--- src/srw_params.svh ---
/*
 Constants for the supervisor reset and watchdog timing block.
 Assumes a 100 MHz mclk; included by the supervisor design file only.
*/
`ifndef SRW_PARAMS_SVH
`define SRW_PARAMS_SVH

// ----------------------------------------
// Clock
// ----------------------------------------
`define SRW_CLK_MHZ 100

// ----------------------------------------
// Times in ms as printed
// ----------------------------------------
`define SRW_NV_WRITE_TYP_MS 5
`define SRW_NV_WRITE_MAX_MS 10
`define SRW_RESET_TYP_MS 250
`define SRW_WDT_SEL10_TYP_MS 250
`define SRW_WDT_SEL01_TYP_MS 650
`define SRW_WDT_SEL00_TYP_MS 1500
`define SRW_TRIP_RECOVERY_MS 10

// ----------------------------------------
// Cycle counts derived from time and rate
// ----------------------------------------
`define SRW_MS_TO_CYC(ms) ((ms) * 1000 * `SRW_CLK_MHZ)
`define SRW_NV_WRITE_CYC `SRW_MS_TO_CYC(`SRW_NV_WRITE_TYP_MS)
`define SRW_RESET_CYC `SRW_MS_TO_CYC(`SRW_RESET_TYP_MS)
`define SRW_WDT_SEL10_CYC `SRW_MS_TO_CYC(`SRW_WDT_SEL10_TYP_MS)
`define SRW_WDT_SEL01_CYC `SRW_MS_TO_CYC(`SRW_WDT_SEL01_TYP_MS)
`define SRW_WDT_SEL00_CYC `SRW_MS_TO_CYC(`SRW_WDT_SEL00_TYP_MS)

// ----------------------------------------
// Shipped watchdog selection: off
// ----------------------------------------
`define SRW_WDT_SEL_SHIPPED 2'h3

`endif

--- src/srw_pkg.sv ---
/*
 Types for the supervisor reset and watchdog timing block.
 Assumes srw_params.svh is on the include path.
*/
package srw_pkg;
	typedef enum logic [1:0] {
		SRW_WDT_LONG,
		SRW_WDT_MID,
		SRW_WDT_SHORT,
		SRW_WDT_OFF
	} srw_wdt_sel_t;

	typedef enum logic [1:0] {
		SRW_NV_IDLE,
		SRW_NV_BUSY
	} srw_nv_state_t;
endpackage

--- src/srw_timer.sv ---
/*
 One-shot down counter, reused for every interval of the block.
 Assumes start and load are synchronous to mclk.
*/
`timescale 1ns/1ps
`default_nettype none
module srw_timer #(
	parameter int W = 28
) (
	input wire logic mclk,
	input wire logic rst,
	input wire logic start,
	input wire logic [W-1:0] load,
	output var logic busy,
	output var logic done
);
	logic [W-1:0] cnt_q;
	logic busy_q;

	always_ff @(posedge mclk) begin
		if (rst) begin
			cnt_q <= '0;
			busy_q <= 1'b0;
		end else if (start) begin
			cnt_q <= load;
			busy_q <= 1'b1;
		end else if (busy_q) begin
			cnt_q <= cnt_q - W'(1);
			busy_q <= (cnt_q > W'(1));
		end
	end

	always_comb begin
		busy = busy_q;
		done = busy_q && (cnt_q == W'(1));
	end
endmodule
`default_nettype wire

--- src/srw_supervisor.sv ---
/*
 Reset generation, watchdog and nonvolatile write timing of a supervisor.
 Assumes all inputs are synchronous to mclk and rst models power-up.
*/
`timescale 1ns/1ps
`default_nettype none
`include "srw_params.svh"
module srw_supervisor #(
	parameter int unsigned RESET_CYC = `SRW_RESET_CYC,
	parameter int unsigned NV_WRITE_CYC = `SRW_NV_WRITE_CYC,
	parameter int unsigned TRIP_RECOVERY_CYC =
		`SRW_MS_TO_CYC(`SRW_TRIP_RECOVERY_MS),
	parameter int unsigned WDT_SEL10_CYC = `SRW_WDT_SEL10_CYC,
	parameter int unsigned WDT_SEL01_CYC = `SRW_WDT_SEL01_CYC,
	parameter int unsigned WDT_SEL00_CYC = `SRW_WDT_SEL00_CYC
) (
	input wire logic mclk,
	input wire logic rst,
	input wire logic watchdog_kick,
	input wire logic nv_write_stop,
	input wire logic [1:0] nv_watchdog_sel,
	input wire logic write_enable_set,
	input wire logic write_enable_clr,
	input wire logic trip_program_req,
	output var logic reset_out,
	output var logic nv_busy,
	output var logic write_enable_latch,
	output var logic trip_program_done,
	output var srw_pkg::srw_wdt_sel_t watchdog_sel
);
	import srw_pkg::*;

	localparam int W = 28;

	// ----------------------------------------
	// State
	// ----------------------------------------
	logic reset_q, reset_d;
	logic busy_q, wel_q, tdone_q, kicked_q;
	srw_wdt_sel_t sel_q;
	srw_nv_state_t nv_q;
	logic rst_q_pulse, trip_q, tdone_d;
	logic rst_done, wdt_busy, wdt_done;
	logic nv_done, rec_busy;
	// Timer busy flags are left open where a state bit says the same

	// ----------------------------------------
	// Input gating
	// ----------------------------------------
	// Nothing from outside but nv_watchdog_sel is seen while reset drives the host high
	wire live = !reset_q;
	wire kick = live && watchdog_kick;
	wire stop_ok = live && nv_write_stop && (nv_q == SRW_NV_IDLE);
	wire wel_set = live && write_enable_set;
	wire wel_clr = live && write_enable_clr;
	// Busy ignores new writes; host must wait or poll nv_busy
	wire trip_ok = live && trip_program_req && wel_q && !rec_busy
		&& (nv_q == SRW_NV_IDLE);
	wire nv_start = stop_ok || trip_ok;

	// ----------------------------------------
	// Watchdog period select
	// ----------------------------------------
	wire wdt_on = (sel_q != SRW_WDT_OFF);
	wire [W-1:0] wdt_load =
		(sel_q == SRW_WDT_SHORT) ? W'(WDT_SEL10_CYC) :
		(sel_q == SRW_WDT_MID) ? W'(WDT_SEL01_CYC) :
		W'(WDT_SEL00_CYC);
	// Restart on kick, on reset end and when first armed
	wire wdt_start = wdt_on && (kick || rst_done || (live && !wdt_busy
		&& !kicked_q));
	wire wdt_fire = wdt_on && wdt_done && !kick && live;
	wire rst_start = rst_q_pulse || wdt_fire;

	// One timer shape for every interval keeps their end points alike
	srw_timer #(.W(W)) u_rst (
		.mclk(mclk), .rst(rst), .start(rst_start),
		.load(W'(RESET_CYC)), .busy(), .done(rst_done)
	);
	srw_timer #(.W(W)) u_wdt (
		.mclk(mclk), .rst(rst), .start(wdt_start),
		.load(wdt_load), .busy(wdt_busy), .done(wdt_done)
	);
	srw_timer #(.W(W)) u_nv (
		.mclk(mclk), .rst(rst), .start(nv_start),
		.load(W'(NV_WRITE_CYC)), .busy(), .done(nv_done)
	);
	srw_timer #(.W(W)) u_rec (
		.mclk(mclk), .rst(rst), .start(tdone_d),
		.load(W'(TRIP_RECOVERY_CYC)), .busy(rec_busy), .done()
	);
	// Recovery runs from the end of each trip write, not its start

	// ----------------------------------------
	// Next values
	// ----------------------------------------
	always_comb begin
		reset_d = reset_q;
		if (rst_start)
			reset_d = 1'b1;
		else if (rst_done)
			reset_d = 1'b0;
		tdone_d = trip_q && nv_done;
	end

	// ----------------------------------------
	// Registers
	// ----------------------------------------
	always_ff @(posedge mclk) begin
		if (rst) begin
			reset_q <= 1'b1;
			rst_q_pulse <= 1'b1;
			nv_q <= SRW_NV_IDLE;
			wel_q <= 1'b0;
			trip_q <= 1'b0;
			tdone_q <= 1'b0;
			kicked_q <= 1'b0;
			sel_q <= srw_wdt_sel_t'(`SRW_WDT_SEL_SHIPPED);
			busy_q <= 1'b0;
		end else begin
			rst_q_pulse <= 1'b0;
			reset_q <= reset_d;
			if (nv_start)
				nv_q <= SRW_NV_BUSY;
			else if (nv_done)
				nv_q <= SRW_NV_IDLE;
			if (trip_ok)
				trip_q <= 1'b1;
			else if (nv_done)
				trip_q <= 1'b0;
			tdone_q <= tdone_d;
			// Set wins over clear
			if (wel_set)
				wel_q <= 1'b1;
			else if (wel_clr)
				wel_q <= 1'b0;
			// Selection is taken only while no watchdog interval runs
			if (!wdt_busy)
				sel_q <= srw_wdt_sel_t'(nv_watchdog_sel);
			kicked_q <= wdt_busy || wdt_start;
			busy_q <= nv_start || (nv_q == SRW_NV_BUSY && !nv_done);
		end
	end

	always_comb begin
		reset_out = reset_q;
		nv_busy = busy_q;
		write_enable_latch = wel_q;
		trip_program_done = tdone_q;
		watchdog_sel = sel_q;
	end
endmodule
`default_nettype wire

--- config.mk ---
export PLATFORM = sky130hd
export DESIGN_NAME = srw_supervisor
export DESIGN_NICKNAME = d
export VERILOG_FILES = /design/src/srw_pkg.sv /design/src/srw_timer.sv /design/src/srw_supervisor.sv
export VERILOG_INCLUDE_DIRS = /design/src
export SDC_FILE = /design/constraint.sdc
export NUM_CORES = 1
export LEC_CHECK = 0
export ABC_AREA = 1
export BUFFER_PORTS_ARGS = -buffer_cell sky130_fd_sc_hd__clkbuf_2
export CORE_ASPECT_RATIO = 0.5
export CORE_MARGIN = 5
export CORE_UTILIZATION = 35
export DETAILED_ROUTE_END_ITERATION = 16
export GPL_ROUTABILITY_DRIVEN = 0
export MAX_ROUTING_LAYER = met4
export PLACE_DENSITY_LB_ADDON = 0.05
export SYNTH_ARGS = -nofsm -noshare
export SYNTH_HDL_FRONTEND = slang
export SYNTH_HIERARCHICAL = 1
export SYNTH_SLANG_ARGS = --single-unit
export TNS_END_PERCENT = 10
--- constraint.sdc ---
create_clock -name mclk -period 2.2 [get_ports mclk]
set_input_delay 0.22 -clock mclk [delete_from_list [all_inputs] [get_ports mclk]]
set_output_delay 0.22 -clock mclk [all_outputs]
set_load 0.05 [all_outputs]
==> results of run 1 <==
==> sequential cells by signal, indices dropped and copies added, names as in the netlist, 2 cells and up <==
signal and flops:
u_nv/cnt_q 28, u_rec/cnt_q 28, u_rst/cnt_q 28, u_wdt/cnt_q 28
watchdog_sel 2
==> critical path, cell delays in order, from the launching register on <==
cell     delay, ns
dfxtp_1       0.56
inv_1         0.24
nor3_4        0.27
inv_2         0.05
a21oi_1       0.12
nand2_1       0.12
inv_4         0.11
buf_4         0.14
nor2_4        0.08
a22oi_1       0.17
a21oi_1       0.09
==> metrics by stage <==
step	power, uW	instance area, um^2	worst slack, ns	std cells
floorplan	2807	8637	0.1476	1375
global placement	3024	10040	-0.4089	1805
detailed placement	3030	10040	-0.4572	1805
CTS	5968	10750	-0.008118	1841
global route	6176	10860	-0.05806	1848
finish	5883	10860	0.1151	1848
==> what timing repair did <==
item,in CTS,in global routing
gates resized for setup,20,23
hold endpoints to repair,1,0
hold buffers,1,0
gates cloned,2,2
setup buffers,1,5
endpoints found under the setup margin,81,83
pin swaps,2,8
==> report_power, final <==
group	internal (uW)	total, uW	switching [uW]
Sequential	2320	2350	29.6
Clock	1810	2870	1060
Combinational	256	664	408
==> layer usage <==
metal  wire length (um)  up-vias  global-route usage [%]
met5                  0        -                       -
met2              11340      151                   30.40
li1                   -     4653                       -
met1              12820     3973                   27.00
met4                342        0                   3.807
met3               1124       31                   4.484
==> worst max-delay path by stage <==
stage | endpoint | slack (ns) | cells past startpoint
floorplan | u_wdt/cnt_q[0] | 0.15 | 14
global placement | u_rst/cnt_q[3] | -0.41 | 14
detailed placement | u_rst/cnt_q[3] | -0.46 | 14
CTS | u_wdt/cnt_q[0] | -0.008 | 13
global route | u_rst/cnt_q[14] | -0.06 | 14
finish | u_wdt/cnt_q[9] | 0.12 | 10
==> area by class of cell <==
type	count	area, um^2
clock buffers	26	509.2
inverters	101	381.6
clock inverters	6	80.08
multi-input cells	1110	5610
fillers	2418	12170
well taps	307	384.1
flip-flops and latches	126	2524
repair buffers	172	1375
==> out/metrics.yaml, run 1 <==
status: "completed"
track_usage_pct: 19.82
synth_area_um2: 8284
final-setup-viol-count: 0
htree_levels: 4
reg2reg_depth: 10
final_util_pct: 47.17
whs_endpoint: "write_enable_latch"
chipWidth_um: 227.6
min_period_over_period_pct: 94.77
cts_root_buf: "clkbuf_16"
crit_required_ns: 2.51
hold_viol_final: 0
r2r_start: "u_rst/busy"
area_growth_pct: 31.14
drv_cap: 0
critPathArrivalTime_ns: 2.39
numPortBuffers: 14
peakVddDrop_mv: 0.4090
ant_nets: 0
grt_overflow: 0
slew_violations: 0
die_y_um: 118.8
first_pass_iters: 5
diodes: 0
rsz0062_at_grt: "yes"
hold_path.class: "input port to flip-flop"
initial_core_util_pct: 35.97
drive_above_1_share_pct: 20.05
clock_tree.buffer_depth: 2
worst_hold_slack_ns: 0.02779
hpwl_um: 18310
grt_start_max_net_pins: 47
min_delay_path_depth: 3
fin_crit_ns: 2.085
cts_tree: "built"
power.leakage_uw: 0.005052
fin_skew_ns: 0.006504
drt_iter0_markers: 499
max_freq_mhz: 479.6
core_area_um2: 23030
vias: 8808
io-pin-count: 15
drt_wl_total_um: 25630
clkLatencyLatePin_ns: 0.43
final_cell_mix: "340 x nand2_1, 187 x nor2_1, 146 x buf_4"
yosysWarnings: 6
num_rows: 39
regToRegSetupSlack_ns: 0.12
wire_per_inst_um: 13.87
die_area_um2: 27030
grt_pass1_vias: 8250
worstSetupStartpointType: "flip-flop"
final_common_cell: "nand2_1"
tns_ns: 0
power_density_nw_per_um2: 541.5
numCtsBuffers: 17
r2r-end: "u_wdt/cnt_q[9]"
hold_path_startpoint: "write_enable_set"
antenna_found_initial: 0
syn_area_per_cell_um2: 6.467
avgViaCountPerCell: 4.766
criticalPathCategory: "flip-flop to flip-flop"
path_max_fanout: 11
drc: 0
grt_pass1_wl_um: 41920
clk_pin_slew_ns: 0.06
syn_inst: 1281
clock_sinks: 126
startpoint: "u_rst/busy"
critPathCaptureType: "flip-flop"
nNetsFinal: 1549
Note: power is estimated with default switching activity, not from simulation.
==> run 2, diff against run 1 <==
--- a/config.mk
+++ b/config.mk
@@ -9,7 +9,7 @@
 export ABC_AREA = 1
 export BUFFER_PORTS_ARGS = -buffer_cell sky130_fd_sc_hd__clkbuf_2
 export CORE_ASPECT_RATIO = 0.5
-export CORE_MARGIN = 5
+export CORE_MARGIN = 1
 export CORE_UTILIZATION = 35
 export DETAILED_ROUTE_END_ITERATION = 16
 export GPL_ROUTABILITY_DRIVEN = 0
==> out/metrics.yaml, run 2 (same netlist as run 1, synthesis figures left out) <==
io-pin-count: 15  # unchanged
hold_path.class: "input port to flip-flop"
startpoint: "u_rst/cnt_q[4]"
hpwl_um: 18390  # +0.40%
die_area_um2: 24330  # -10%
diodes: 0  # unchanged
numPortBuffers: 14  # unchanged
track_usage_pct: 22.34  # +2.5 points
reg2reg_depth: 14  # +4
path_max_fanout: 7  # -4
antenna_found_initial: 0  # unchanged
hold_viol_final: 0  # unchanged
critPathArrivalTime_ns: 2.42  # +0.03 ns
place_area_um2: 10000  # -0.35%
fin_area_um2: 10980  # +1.1%
avgViaCountPerCell: 4.808  # +0.87%
fin_skew_ns: 0.009588  # +0.003084 ns
grt_overflow: 0  # unchanged
met2_usage_pct: 35.48  # +5.1 points
first_pass_iters: 5  # unchanged
tightest_slew_ns: 0.5156
num_rows: 39  # unchanged
worst_hold_slack_ns: 0.05206  # +0.02426 ns
drv_cap: 0  # unchanged
dpl.cell_count: 1802  # -0.17%
min_period_over_period_pct: 95.07  # +0.31 points
grt-busiest-layer: "met2"
clk_pin_slew_ns: 0.06  # about the same
drc: 0  # unchanged
r2r-end: "u_wdt/cnt_q[21]"
met1_usage_pct: 28.27  # +1.3 points
power.leakage_uw: 0.005096  # +0.86%
drt_iter0_markers: 451  # -9.6%
final_common_cell: "nand2_1"
worstSetupStartpointType: "flip-flop"
fin_crit_ns: 2.092  # +0.006725 ns
htree_levels: 4  # unchanged
area_growth_pct: 32.56
initial_core_util_pct: 35.97  # unchanged
final_cell_mix: "339 x nand2_1, 186 x nor2_1, 145 x buf_4"
critPathCaptureType: "flip-flop"
power_uw: 6097  # +3.6%
grt_pass1_wl_um: 41870  # -0.13%
grt_pass1_vias: 8512  # +3.2%
cts_root_buf: "clkbuf_16"
fin_cells: 1851  # +0.16%
max_freq_mhz: 478.1  # -0.32%
numCtsBuffers: 17  # unchanged
rsz0062_at_grt: "yes"
ant_nets: 0  # unchanged
slew_violations: 0  # unchanged
chipWidth_um: 219.6  # -3.5%
crit_end: "u_wdt/cnt_q[21]"
use_met3_pct: 5.240  # +0.76 points
fin_ws_ns: 0.1084  # -0.006725 ns
dpl_worst_slack_ns: -0.2850  # +0.1722 ns
grt_start_max_net_pins: 35  # -26%
core_area_um2: 23030  # unchanged
relSlewSlack_pct: 65.59
die_y_um: 110.8  # -6.7%
power_density_nw_per_um2: 555.2  # +2.5%
final-setup-viol-count: 0  # unchanged
peakVddDrop_mv: 0.3317  # -19%
vias: 8899  # +1.0%
r2r_start: "u_rst/cnt_q[4]"
clock_tree.buffer_depth: 2  # unchanged
regToRegSetupSlack_ns: 0.11  # about the same
cts_tree: "built"
clkLatencyLatePin_ns: 0.44  # about the same
clock_sinks: 126  # unchanged
crit_required_ns: 2.52  # about the same
nNetsFinal: 1552  # +0.19%
wire_per_inst_um: 13.90  # +0.25%
criticalPathCategory: "flip-flop to flip-flop"
status: "completed"
drt_wl_total_um: 25730  # +0.41%
drive_above_1_share_pct: 20.92  # +0.87 points
-- run 2: worst max-delay path, cell delays in order, from the launching register on --
cell and delay [ns]:
dfxtp_1 0.32, nor2_2 0.14, nand2_1 0.10, nor2_2 0.14, nand3_2 0.11, nor3_4 0.21
inv_1 0.08, a21oi_1 0.15, nand2_1 0.12, clkinv_4 0.12, buf_12 0.11, nor2_4 0.04
buf_6 0.13, a22oi_1 0.13, a21oi_1 0.08
-- run 2: how the worst min path moves through the flow --
stage	start	end	slack [ns]	cells past startpoint
floorplan	rst	rst_q_pulse	0.25	0
global placement	nv_watchdog_sel[0]	watchdog_sel[0]	0.44	3
detailed placement	nv_watchdog_sel[1]	watchdog_sel[1]	0.45	3
CTS	write_enable_clr	write_enable_latch	0.03	4
global route	write_enable_clr	write_enable_latch	0.07	4
finish	write_enable_clr	write_enable_latch	0.05	4
-- run 2: layout make-up --
| cell class | count | area (um^2) |
|---|---|---|
| Multi-Input combinational cell | 1111 | 5648 |
| Clock inverter | 12 | 165.2 |
| Inverter | 101 | 384.1 |
| Tap cell | 307 | 384.1 |
| Fill cell | 2450 | 12050 |
| Sequential cell | 126 | 2526 |
| Timing Repair Buffer | 174 | 1408 |
| Clock buffer | 20 | 466.7 |
-- run 2: repair_timing --
action / 4_1_cts / 5_1_grt
endpoints found under the hold margin: 3 / 0
buffers inserted: 0 / 9
cloned: 2 / 3
setup endpoints to repair: 80 / 84
resized for setup: 9 / 43
hold buffers: 3 / 0
pin swaps: 1 / 18
-- run 2: where the power goes --
group,switching [uW],leakage (uW),internal [uW]
clock network,1100,0.000311,1970
logic,409,0.00376,256
registers,32.2,0.00102,2320
total,1550,0.00510,4550
-- run 2: metrics by stage --
| step | utilization, % | TNS, ns |
|---|---|---|
| global route | 47.68 | -0.4046 |
| CTS | 46.62 | 0 |
| global placement | 43.44 | -10.89 |
| finish | 47.68 | 0 |
| detailed placement | 43.44 | -10.57 |
| floorplan | - | 0 |
-- run 2: per-layer routing --
layer | vias to the layer above | share of wire (%)
met2 | 150 | 45
met1 | 4062 | 49
met4 | 0 | 1.6
met5 | - | 0
met3 | 30 | 4.3
li1 | 4657 | -
